File: src/pkg/acp_pkg.sv
// acp_pkg: shared constants, types and the lane scrambler step
// What this block does
// - mode pin near ground selects serial mode; near five-eighths selects parallel.
// - parallel: enable/align pin level decodes frame-end marker and sync-character options.
// - repeated frame-last octet becomes K28.7 when frame-end marker is enabled.
// - sync request sends K28.5, or K28.5 alternating with D5.6/D16.2.
// - octets-per-frame 0: two octets, one lane; 1: one octet, two lanes.
// - whitening enabled scrambles lane data with the standard polynomial.
// - pattern pins pick samples, constant B5B5 or constant FF00.
// - both pattern pins high feed the pseudo-random sequence, never scrambled.
// - estimate pins: parallel gives early estimate, serial picks by register.
// - serial data is sampled on serial clock falling edges while enable low.
// - every 16th falling edge in one enable period commits a word.
// - bits beyond the last complete word are dropped without effect.
// - each word is eight address bits then eight data bits.
// - serial clock may run from a few hertz to 20 MHz, any duty.
// - reset pin high pulse loads all defaults.
// - writing soft-init bit loads defaults, then the bit clears itself.
// - while readback is on, only the readback bit may be written.
// - in readback, the addressed register's data shifts out on the output pin.
// - readback bit is bit 0 of register 00, default 0.
package acp_pkg;
	localparam logic [1:0] LVL_GND = 2'h0;
	localparam logic [1:0] LVL_3_8 = 2'h1;
	localparam logic [1:0] LVL_5_8 = 2'h2;
	localparam logic [1:0] LVL_FULL = 2'h3;
	localparam int WORD_BITS = 16;
	localparam logic [3:0] ADDR_LAST = 4'h7;
	localparam logic [3:0] WORD_LAST = 4'hf;
	localparam logic [7:0] ADDR_CTRL = 8'h00;
	localparam logic [7:0] ADDR_CFG = 8'h01;
	localparam int CTRL_READBACK_BIT = 0;
	localparam int CTRL_SOFT_INIT_BIT = 1;
	localparam int CFG_EST_SEL_BIT = 0;
	localparam int CFG_ALIGN_BIT = 1;
	localparam int CFG_SYNC_SEL_BIT = 2;
	localparam int CFG_OPF_BIT = 3;
	localparam int CFG_WHITEN_BIT = 4;
	localparam int CFG_PAT_LO_BIT = 5;
	localparam int CFG_PAT_HI_BIT = 6;
	localparam logic [7:0] CFG_RESET = 8'h00;
	localparam logic [7:0] K28_5 = 8'hbc;
	localparam logic [7:0] K28_7 = 8'hfc;
	localparam logic [7:0] D5_6 = 8'hc5;
	localparam logic [7:0] D16_2 = 8'h50;
	localparam logic [1:0] PAT_SAMPLES = 2'h0;
	localparam logic [1:0] PAT_SEL_B5B5 = 2'h1;
	localparam logic [1:0] PAT_SEL_FF00 = 2'h2;
	localparam logic [1:0] PAT_SEL_PRBS = 2'h3;
	localparam logic [15:0] PAT_B5B5 = 16'hb5b5;
	localparam logic [15:0] PAT_FF00 = 16'hff00;
	localparam logic [14:0] PRBS_SEED = 15'h7fff;

	typedef enum logic {SP_OFF, SP_SHIFT} acp_sp_state_t;

	// one octet through the 1+x^14+x^15 scrambler: {next state, octet}
	function automatic logic [22:0] acp_scr8(input logic [7:0] d,
		input logic [14:0] s);
		logic [14:0] st;
		logic [7:0] o;
		logic b;
		st = s;
		o = 8'h00;
		for (int i = 7; i >= 0; i--) begin
			b = d[i] ^ st[13] ^ st[14];
			o[i] = b;
			st = {st[13:0], b};
		end
		return {st, o};
	endfunction
endpackage

File: src/rtl/acp_cfg_top.sv
// acp_cfg_top: mode pins, serial register port and lane framing
module acp_cfg_top (
	input wire logic sys_clk_in,
	input wire logic rst_n_in,
	input wire logic [1:0] mode_pin_in,
	input wire logic hw_reset_pin_in,
	input wire logic [1:0] enable_or_align_pin_in,
	input wire logic [1:0] clock_or_lane_pin_in,
	input wire logic data_in_or_pattern_lo_pin_in,
	input wire logic data_out_or_pattern_hi_pin_in,
	output logic data_out_or_pattern_hi_pin_out,
	output logic data_out_or_pattern_hi_pin_oe_out,
	input wire logic sync_request_in,
	input wire logic sample_valid_in,
	input wire logic [15:0] sample_in,
	input wire logic [3:0] early_estimate_in,
	input wire logic [3:0] power_estimate_in,
	output logic [3:0] estimate_out,
	output logic serial_mode_out,
	output logic frame_end_marker_enable_out,
	output logic sync_char_select_out,
	output logic octets_per_frame_select_out,
	output logic whitening_enable_out,
	output logic lane_valid_out,
	output logic [15:0] lane0_data_out,
	output logic [1:0] lane0_k_out,
	output logic [7:0] lane1_data_out,
	output logic lane1_k_out
);
	localparam int SYNC_W = 10;
	logic [SYNC_W-1:0] pins_raw, sync1_q, sync2_q;
	logic [1:0] mode_s, ea_s, cl_s;
	logic sdi_s, hi_s, hwr_s, syncreq_s, sen_s, sclk_s;
	logic sclk_prev_q, serial_mode_w, fall;
	logic ea_first, ea_second, cl_first, cl_second;
	acp_pkg::acp_sp_state_t sp_q, sp_d;
	logic [3:0] cnt_q, cnt_d;
	logic [15:0] shift_q, shift_d, word;
	logic [7:0] rds_q, rds_d, rd_val, addr_w;
	logic sdo_q, sdo_d, oe_q, word_done;
	logic readback_q, readback_d, soft_init_q, soft_init_d;
	logic [7:0] cfg_q, cfg_d;
	logic align_q, align_d, syncsel_q, syncsel_d, opf_q, opf_d;
	logic whiten_q, whiten_d, serial_q;
	logic [1:0] pat_q, pat_d;
	logic [3:0] est_q, est_d;
	logic [15:0] src, l0_q, l0_d, prbs_w;
	logic [7:0] l1_q, l1_d, p0_q, p0_d, p1_q, p1_d, hi, lo, dch;
	logic [1:0] k0_q, k0_d, ph_q, ph_d;
	logic k1_q, k1_d, lv_q, lv_d, whitening_enable;
	logic [14:0] s0_q, s0_d, s1_q, s1_d;
	logic [22:0] r1, r2;

	// every pin is outside this clock: two flops before use
	assign pins_raw = {mode_pin_in, enable_or_align_pin_in,
		clock_or_lane_pin_in, data_in_or_pattern_lo_pin_in,
		data_out_or_pattern_hi_pin_in, hw_reset_pin_in, sync_request_in};
	assign {mode_s, ea_s, cl_s, sdi_s, hi_s, hwr_s, syncreq_s} = sync2_q;
	// serial logic level is the top bit of the quantised pin level
	assign sen_s = ea_s[1];
	assign sclk_s = cl_s[1];
	assign serial_mode_w = (mode_s != acp_pkg::LVL_5_8);
	// falling edge, any rate or duty
	assign fall = sclk_prev_q & ~sclk_s;
	assign addr_w = {shift_q[6:0], sdi_s};

	acp_level_dec u_ea_dec (
		.code_in(ea_s),
		.first_out(ea_first),
		.second_out(ea_second)
	);

	acp_level_dec u_cl_dec (
		.code_in(cl_s),
		.first_out(cl_first),
		.second_out(cl_second)
	);

	acp_prbs #(.W(16)) u_prbs (
		.sys_clk_in(sys_clk_in),
		.rst_n_in(rst_n_in),
		.step_in(sample_valid_in),
		.word_out(prbs_w)
	);

	always_comb begin
		rd_val = 8'h00;
		if (addr_w == acp_pkg::ADDR_CTRL) begin
			rd_val[acp_pkg::CTRL_READBACK_BIT] = readback_q;
			rd_val[acp_pkg::CTRL_SOFT_INIT_BIT] = soft_init_q;
		end else if (addr_w == acp_pkg::ADDR_CFG) begin
			rd_val = cfg_q;
		end
	end

	always_comb begin
		sp_d = sp_q;
		cnt_d = cnt_q;
		shift_d = shift_q;
		rds_d = rds_q;
		sdo_d = sdo_q;
		word_done = 1'b0;
		word = 16'h0000;
		if (!serial_mode_w || sen_s) begin
			sp_d = acp_pkg::SP_OFF;
			cnt_d = 4'h0;
		end else begin
			sp_d = acp_pkg::SP_SHIFT;
			if (fall) begin
				shift_d = {shift_q[acp_pkg::WORD_BITS-2:0], sdi_s};
				cnt_d = cnt_q + 4'h1;
				if (cnt_q == acp_pkg::WORD_LAST) begin
					word_done = 1'b1;
					word = shift_d;
				end
				// next bit set up right after an edge, stable at the next
				if (cnt_q == acp_pkg::ADDR_LAST) begin
					sdo_d = rd_val[7];
					rds_d = {rd_val[6:0], 1'b0};
				end else if (cnt_q > acp_pkg::ADDR_LAST &&
					cnt_q < acp_pkg::WORD_LAST) begin
					sdo_d = rds_q[7];
					rds_d = {rds_q[6:0], 1'b0};
				end
			end
		end
	end

	always_comb begin
		readback_d = readback_q;
		soft_init_d = soft_init_q;
		cfg_d = cfg_q;
		// reset pin; soft init then self-clear
		if (hwr_s || soft_init_q) begin
			readback_d = 1'b0;
			soft_init_d = 1'b0;
			cfg_d = acp_pkg::CFG_RESET;
		end else if (word_done) begin
			if (word[15:8] == acp_pkg::ADDR_CTRL) begin
				readback_d = word[acp_pkg::CTRL_READBACK_BIT];
				if (!readback_q)
					soft_init_d = word[acp_pkg::CTRL_SOFT_INIT_BIT];
			end else if (word[15:8] == acp_pkg::ADDR_CFG && !readback_q) begin
				cfg_d = word[7:0];
			end
		end
	end

	always_comb begin
		if (serial_mode_w) begin
			align_d = cfg_q[acp_pkg::CFG_ALIGN_BIT];
			syncsel_d = cfg_q[acp_pkg::CFG_SYNC_SEL_BIT];
			opf_d = cfg_q[acp_pkg::CFG_OPF_BIT];
			whiten_d = cfg_q[acp_pkg::CFG_WHITEN_BIT];
			pat_d = {cfg_q[acp_pkg::CFG_PAT_HI_BIT],
				cfg_q[acp_pkg::CFG_PAT_LO_BIT]};
		end else begin
			align_d = ea_first;
			syncsel_d = ea_second;
			opf_d = cl_first;
			whiten_d = cl_second;
			pat_d = {hi_s, sdi_s};
		end
		if (serial_mode_w && cfg_q[acp_pkg::CFG_EST_SEL_BIT])
			est_d = power_estimate_in;
		else
			est_d = early_estimate_in;
	end

	always_comb begin
		l0_d = l0_q;
		k0_d = k0_q;
		l1_d = l1_q;
		k1_d = k1_q;
		lv_d = 1'b0;
		s0_d = s0_q;
		s1_d = s1_q;
		p0_d = p0_q;
		p1_d = p1_q;
		ph_d = ph_q;
		unique case (pat_q)
			acp_pkg::PAT_SAMPLES: src = sample_in;
			acp_pkg::PAT_SEL_B5B5: src = acp_pkg::PAT_B5B5;
			acp_pkg::PAT_SEL_FF00: src = acp_pkg::PAT_FF00;
			acp_pkg::PAT_SEL_PRBS: src = prbs_w;
		endcase
		whitening_enable = whiten_q && (pat_q != acp_pkg::PAT_SEL_PRBS);
		r1 = acp_pkg::acp_scr8(src[15:8], s0_q);
		r2 = acp_pkg::acp_scr8(src[7:0], opf_q ? s1_q : r1[22:8]);
		hi = whitening_enable ? r1[7:0] : src[15:8];
		lo = whitening_enable ? r2[7:0] : src[7:0];
		dch = ph_q[1] ? acp_pkg::D16_2 : acp_pkg::D5_6;
		if (sample_valid_in) begin
			lv_d = 1'b1;
			if (syncreq_s) begin
				ph_d = ph_q + 2'h1;
				if (!syncsel_q) begin
					l0_d = {acp_pkg::K28_5, acp_pkg::K28_5};
					k0_d = 2'h3;
					l1_d = acp_pkg::K28_5;
					k1_d = 1'b1;
				end else if (!opf_q) begin
					l0_d = {acp_pkg::K28_5,
						ph_q[0] ? acp_pkg::D16_2 : acp_pkg::D5_6};
					k0_d = 2'h2;
					l1_d = 8'h00;
					k1_d = 1'b0;
				end else if (ph_q[0]) begin
					l0_d = {8'h00, dch};
					k0_d = 2'h0;
					l1_d = dch;
					k1_d = 1'b0;
				end else begin
					l0_d = {8'h00, acp_pkg::K28_5};
					k0_d = 2'h1;
					l1_d = acp_pkg::K28_5;
					k1_d = 1'b1;
				end
			end else begin
				ph_d = 2'h0;
				if (whitening_enable) begin
					s0_d = opf_q ? r1[22:8] : r2[22:8];
					if (opf_q)
						s1_d = r2[22:8];
				end
				if (!opf_q) begin
					l0_d = {hi, lo};
					k0_d = 2'h0;
					l1_d = 8'h00;
					k1_d = 1'b0;
					p0_d = src[7:0];
					if (align_q && src[7:0] == p0_q) begin
						l0_d[7:0] = acp_pkg::K28_7;
						k0_d[0] = 1'b1;
					end
				end else begin
					l0_d = {8'h00, hi};
					k0_d = 2'h0;
					l1_d = lo;
					k1_d = 1'b0;
					p0_d = src[15:8];
					p1_d = src[7:0];
					if (align_q && src[15:8] == p0_q) begin
						l0_d[7:0] = acp_pkg::K28_7;
						k0_d[0] = 1'b1;
					end
					if (align_q && src[7:0] == p1_q) begin
						l1_d = acp_pkg::K28_7;
						k1_d = 1'b1;
					end
				end
			end
		end
	end

	always_ff @(posedge sys_clk_in or negedge rst_n_in) begin
		if (!rst_n_in) begin
			sync1_q <= '0;
			sync2_q <= '0;
			sclk_prev_q <= 1'b0;
			sp_q <= acp_pkg::SP_OFF;
			cnt_q <= 4'h0;
			shift_q <= 16'h0000;
			rds_q <= 8'h00;
			sdo_q <= 1'b0;
			oe_q <= 1'b0;
			readback_q <= 1'b0;
			soft_init_q <= 1'b0;
			cfg_q <= acp_pkg::CFG_RESET;
			align_q <= 1'b0;
			syncsel_q <= 1'b0;
			opf_q <= 1'b0;
			whiten_q <= 1'b0;
			pat_q <= acp_pkg::PAT_SAMPLES;
			serial_q <= 1'b1;
			est_q <= 4'h0;
			l0_q <= 16'h0000;
			k0_q <= 2'h0;
			l1_q <= 8'h00;
			k1_q <= 1'b0;
			lv_q <= 1'b0;
			s0_q <= '0;
			s1_q <= '0;
			p0_q <= 8'h00;
			p1_q <= 8'h00;
			ph_q <= 2'h0;
		end else begin
			sync1_q <= pins_raw;
			sync2_q <= sync1_q;
			sclk_prev_q <= sclk_s;
			sp_q <= sp_d;
			cnt_q <= cnt_d;
			shift_q <= shift_d;
			rds_q <= rds_d;
			sdo_q <= sdo_d;
			// pin driven only in serial readback
			oe_q <= serial_mode_w && readback_d;
			readback_q <= readback_d;
			soft_init_q <= soft_init_d;
			cfg_q <= cfg_d;
			align_q <= align_d;
			syncsel_q <= syncsel_d;
			opf_q <= opf_d;
			whiten_q <= whiten_d;
			pat_q <= pat_d;
			serial_q <= serial_mode_w;
			est_q <= est_d;
			l0_q <= l0_d;
			k0_q <= k0_d;
			l1_q <= l1_d;
			k1_q <= k1_d;
			lv_q <= lv_d;
			s0_q <= s0_d;
			s1_q <= s1_d;
			p0_q <= p0_d;
			p1_q <= p1_d;
			ph_q <= ph_d;
		end
	end

	assign data_out_or_pattern_hi_pin_out = sdo_q;
	assign data_out_or_pattern_hi_pin_oe_out = oe_q;
	assign estimate_out = est_q;
	assign serial_mode_out = serial_q;
	assign frame_end_marker_enable_out = align_q;
	assign sync_char_select_out = syncsel_q;
	assign octets_per_frame_select_out = opf_q;
	assign whitening_enable_out = whiten_q;
	assign lane_valid_out = lv_q;
	assign lane0_data_out = l0_q;
	assign lane0_k_out = k0_q;
	assign lane1_data_out = l1_q;
	assign lane1_k_out = k1_q;
endmodule // acp_cfg_top

File: src/rtl/acp_level_dec.sv
// acp_level_dec: four-level pin code to two option bits
module acp_level_dec (
	input wire logic [1:0] code_in,
	output logic first_out,
	output logic second_out
);
	always_comb begin
		unique case (code_in)
			acp_pkg::LVL_GND: {first_out, second_out} = 2'h0;
			acp_pkg::LVL_3_8: {first_out, second_out} = 2'h2;
			acp_pkg::LVL_5_8: {first_out, second_out} = 2'h3;
			acp_pkg::LVL_FULL: {first_out, second_out} = 2'h1;
		endcase
	end
endmodule // acp_level_dec

File: src/rtl/acp_prbs.sv
// acp_prbs: 1+x^14+x^15 pattern source, W new bits per step
module acp_prbs #(
	parameter int W = 16
) (
	input wire logic sys_clk_in,
	input wire logic rst_n_in,
	input wire logic step_in,
	output logic [W-1:0] word_out
);
	logic [14:0] st_q, st_d;
	logic [W-1:0] word_q, word_d;
	logic [14:0] st;
	logic b;

	always_comb begin
		st = st_q;
		b = 1'b0;
		word_d = word_q;
		st_d = st_q;
		if (step_in) begin
			for (int i = W - 1; i >= 0; i--) begin
				b = st[14] ^ st[13];
				word_d[i] = b;
				st = {st[13:0], b};
			end
			st_d = st;
		end
	end

	always_ff @(posedge sys_clk_in or negedge rst_n_in) begin
		if (!rst_n_in) begin
			st_q <= acp_pkg::PRBS_SEED;
			word_q <= '0;
		end else begin
			st_q <= st_d;
			word_q <= word_d;
		end
	end

	assign word_out = word_q;
endmodule // acp_prbs

File: config.mk
export PLATFORM = sky130hd
export DESIGN_NAME = acp_cfg_top
export DESIGN_NICKNAME = d
export VERILOG_FILES = /design/src/pkg/acp_pkg.sv /design/src/rtl/acp_cfg_top.sv /design/src/rtl/acp_level_dec.sv /design/src/rtl/acp_prbs.sv
export SDC_FILE = /design/constraint.sdc
export NUM_CORES = 1
export LEC_CHECK = 0
export ABC_CLOCK_PERIOD_IN_PS = 5500
export BUFFER_PORTS_ARGS = -buffer_cell sky130_fd_sc_hd__buf_2
export CAP_MARGIN = 40
export CORE_ASPECT_RATIO = 1.1
export CORE_MARGIN = 5
export CORE_UTILIZATION = 30
export DETAILED_ROUTE_END_ITERATION = 8
export HOLD_SLACK_MARGIN = 0.15
export PLACE_DENSITY = 0.55
export SLEW_MARGIN = 40
export SYNTH_ARGS = -nofsm -noshare
export SYNTH_HDL_FRONTEND = slang
export SYNTH_SLANG_ARGS = --single-unit
export TNS_END_PERCENT = 5
File: constraint.sdc
create_clock -name sys_clk_in -period 5.5 [get_ports sys_clk_in]
set_clock_uncertainty 0.05 [all_clocks]
set_input_delay 0.275 -clock sys_clk_in [delete_from_list [all_inputs] [get_ports sys_clk_in]]
set_output_delay 0.275 -clock sys_clk_in [all_outputs]
set_load 0.005 [all_outputs]
==> results.ini <==
[route]
wire_per_inst_um = 15.98
dr.first_iter.drc_count = 424
vias = 6292
wirelength_um = 20970
ant_nets = 0
drt_first_pass_iters = 5
viasPerCell = 4.796
drc = 0

[sta]
clock.fmax_mhz = 334.0
finalCriticalPeriod_ns = 2.994
fin_crit_sh = 0.5443
relSlewSlack = 0.4483
rsz0062_at_grt = false
tns_ns = 0
hold_viol = 0
worst_slew_pin_slew_ns = 0.8275
fin_ws_ns = 2.506
timing.hold.ws_ns = 0.1975
final_max_slew_viol_count = 0
setup_viol = 0

[global_routing]
grt-ovfl-total = 0
grt_max_degree = 97
grt_use_total = 0.1332
grt_pass1_vias = 6127
grt_pass1_wl_um = 33980
antenna_found_initial = 1

[floorplanning]
die_y_um = 188.0
start_util = 0.3027
die_w_um = 171.8
dieArea_sq_um = 32300
core_area_sq_um = 28550
num_rows = 65
pin_count = 76

[cells_and_area]
n_antenna_cell = 0
fill_cells = 2861
final_cells = 1312
area_growth_syn_to_layout_pct = 18.48
drive_above_1_share = 0.2044
final_common_cell = dfrtp_1
layout.nets = 976
final_cell_mix = dfrtp_1 (160), nand2_1 (123), buf_2 (74), nor2_1 (64), xnor2_1 (59)

[power_and_ir_drop]
power.share.sequential = 0.438
clkPwrFrac = 0.294
p_sw_frac = 0.3484
total_power_w = 0.004247
intPower_w = 0.002767
pwr-share-comb = 0.269
power_switching_w = 0.001480
power_density_nw_per_um2 = 414.9
ir_worst_vdd_v = 0.0001768
p_leak_nw = 4.406

[setup_path]
critPathArrivalTime_ns = 3.25
required_ns = 5.75
crit_chain = nand2_1, and2_1, nand2_1, xor2_1, nor2_1, a2111oi_0, o21ai_1
path_class = flip-flop to flip-flop
crit_top_cell = nand2_1
worstReg2RegStart = pat_q[0]
path_buf_inv = 0
start_kind = flip-flop
critical-path-top-delay-family = simple AND/OR/NAND/NOR gates
cpPeakStageDelay_ns = 0.87
crit_path_top_delay_cell = dfrtp_1
r2r_cells = 7
cp-end-kind = flip-flop
reg2reg_slack_ns = 2.51
critPathLaunch = pat_q[0]
cp_max_fo = 22
cp.depth = 7

[synth]
synth_seq_cells = 177
synthSimpleGateAreaFrac = 0.1415
synth-xor-area-share = 0.09993
synth_top_family_by_area = compound AO/OA/AOI/OAI gates
synth.area.mux_share = 0.05257
synthesis.nets = 893
yosysSeqAreaShare = 0.5150
ys_warn_count = 0
post_synth.cell_area_avg_sq_um = 10.19
async_flop_share = 1.000
synth_compound_area_frac = 0.1495
syn_area_sq_um = 8640
synth_cell_type_count = 71
synthCells = 848
synth-adder-area-share = 0.01159
synth_ff_type = dfrtp_1
synth_edf_count = 0

[place]
dp_hpwl_um = 14910
numPortBuffers = 75
place.gp.congestion = 0.8545
place_inst = 1258
place_ws_ns = 2.535

[clock_network]
postCtsSetupBuffers = 0
cts_sinks = 177
cts_buffers = 17
h-tree-depth = 4
path_clk_slew_ns = 0.08
cts_resized = 0
cts-root-buf = clkbuf_16
clock_latency_ns = 0.44
cts_hold_buf = 19
cts_tree = done
clockBufferDepth = 2

[outcome]
status = finished, final reports clean

[flow_run]
cap_violations = 0

[min_path]
hold_class = input port to asynchronous set/reset pin

==> flip-flops by register name, indices dropped and copies added, names as in the netlist, 10 cells and up <==
| register | flops |
|---|---|
| s0_q | 15 |
| s1_q | 15 |
| u_prbs.st_q | 15 |
| sync2_q | 10 |
| lane0_data_out | 16 |
| u_prbs.word_out | 16 |
| sync1_q | 10 |
| shift_q | 15 |
==> worst reg2reg max path: cells and delay by family (launching register included) <==
family / cells / cell delay (ns)
simple gates: 4 / 0.93
flops: 1 / 0.87
compound gates: 2 / 0.73
xor+xnor: 1 / 0.28
==> synth_stat cells, types with 3 or more instances <==
cell / n / area (sq um)
mux2_2: 35 / 394.1
nand2b_1: 8 / 50.05
o21ai_0: 56 / 280.3
a31oi_1: 6 / 37.54
buf_2: 6 / 30.03
dfrtp_1: 161 / 4029
o21ai_1: 5 / 25.02
buf_1: 6 / 22.52
or3_1: 3 / 18.77
nand3_1: 15 / 75.07
clkbuf_1: 24 / 90.09
dfstp_2: 16 / 420.4
xor2_1: 37 / 324.1
o21a_1: 28 / 210.2
nand3b_1: 3 / 22.52
ha_1: 8 / 100.1
xnor2_1: 59 / 516.8
nand4_1: 6 / 37.54
a21oi_1: 49 / 245.2
o22ai_1: 7 / 43.79
a2111oi_0: 3 / 26.28
and2_1: 4 / 25.02
o221ai_1: 4 / 35.03
o22a_1: 3 / 26.28
a21oi_2: 5 / 43.79
nand2_1: 123 / 461.7
mux2i_1: 6 / 60.06
nor4_1: 3 / 18.77
inv_1: 20 / 75.07
a22oi_1: 6 / 45.04
nor2_1: 64 / 240.2
nor3_1: 7 / 35.03
nor2b_1: 10 / 62.56
buf_4: 3 / 22.52
o2bb2ai_1: 4 / 35.03
==> path summary, 6_finish.rpt <==
kind | endpoint
min in group sys_clk_in | p1_q[3]
worst max-delay path | lane0_data_out[3]
worst min-delay path | lane_valid_out
max in group asynchronous | p0_q[4]
worst min register to register | sync2_q[8]
worst max register to register | lane0_data_out[3]
==> power by group through the flow <==
stage,logic [W],clock network (W),registers [W]
after floorplan,0.000854,0,0.00182
after global placement,0.00113,0,0.00189
after detailed placement,0.00114,0,0.00189
after CTS,0.00115,0.00128,0.00186
after global routing,0.00128,0.00134,0.00190
final,0.00114,0.00125,0.00186
==> cells by family (layout without fill, tap and decap cells) <==
| family | Yosys count | count (layout) |
|---|---|---|
| muxes | 41 | 41 |
| adders and majority gates | 8 | 8 |
| AOI/OAI and AO/OA | 199 | 199 |
| xor gates and xnor gates | 97 | 97 |
| and+or+nand+nor | 264 | 264 |
| buffers and inverters | 62 | 158 |
| DFF | 177 | 177 |
==> layout make-up <==
type	instances	area (sq um)	share of cell area
multi-input combinational	609	3938	0.3847
tap	368	460.4	0.04498
sequential	177	4451	0.4348
clock inverter	15	201.4	0.01968
inverter	22	82.58	0.008067
timing repair buffer	104	678.2	0.06625
clock buffer	17	425.4	0.04156
==> stage by stage <==
| step | area [sq um] | utilization |
|---|---|---|
| finish | 10240 | 0.3586 |
| global route | 10240 | 0.3586 |
| CTS | 10180 | 0.3566 |
| detailed placement | 9363 | 0.3280 |
| global placement | 9359 | 0.3279 |
| floorplan | 8640 | - |
==> routing by layer <==
metal  GRT usage  routed length (um)
met4     0.03387                 297
met3     0.02910                 762
met1      0.1855                9809
met2      0.2112               10090
met5           0                   7
Power figures use the tool's default switching activity.
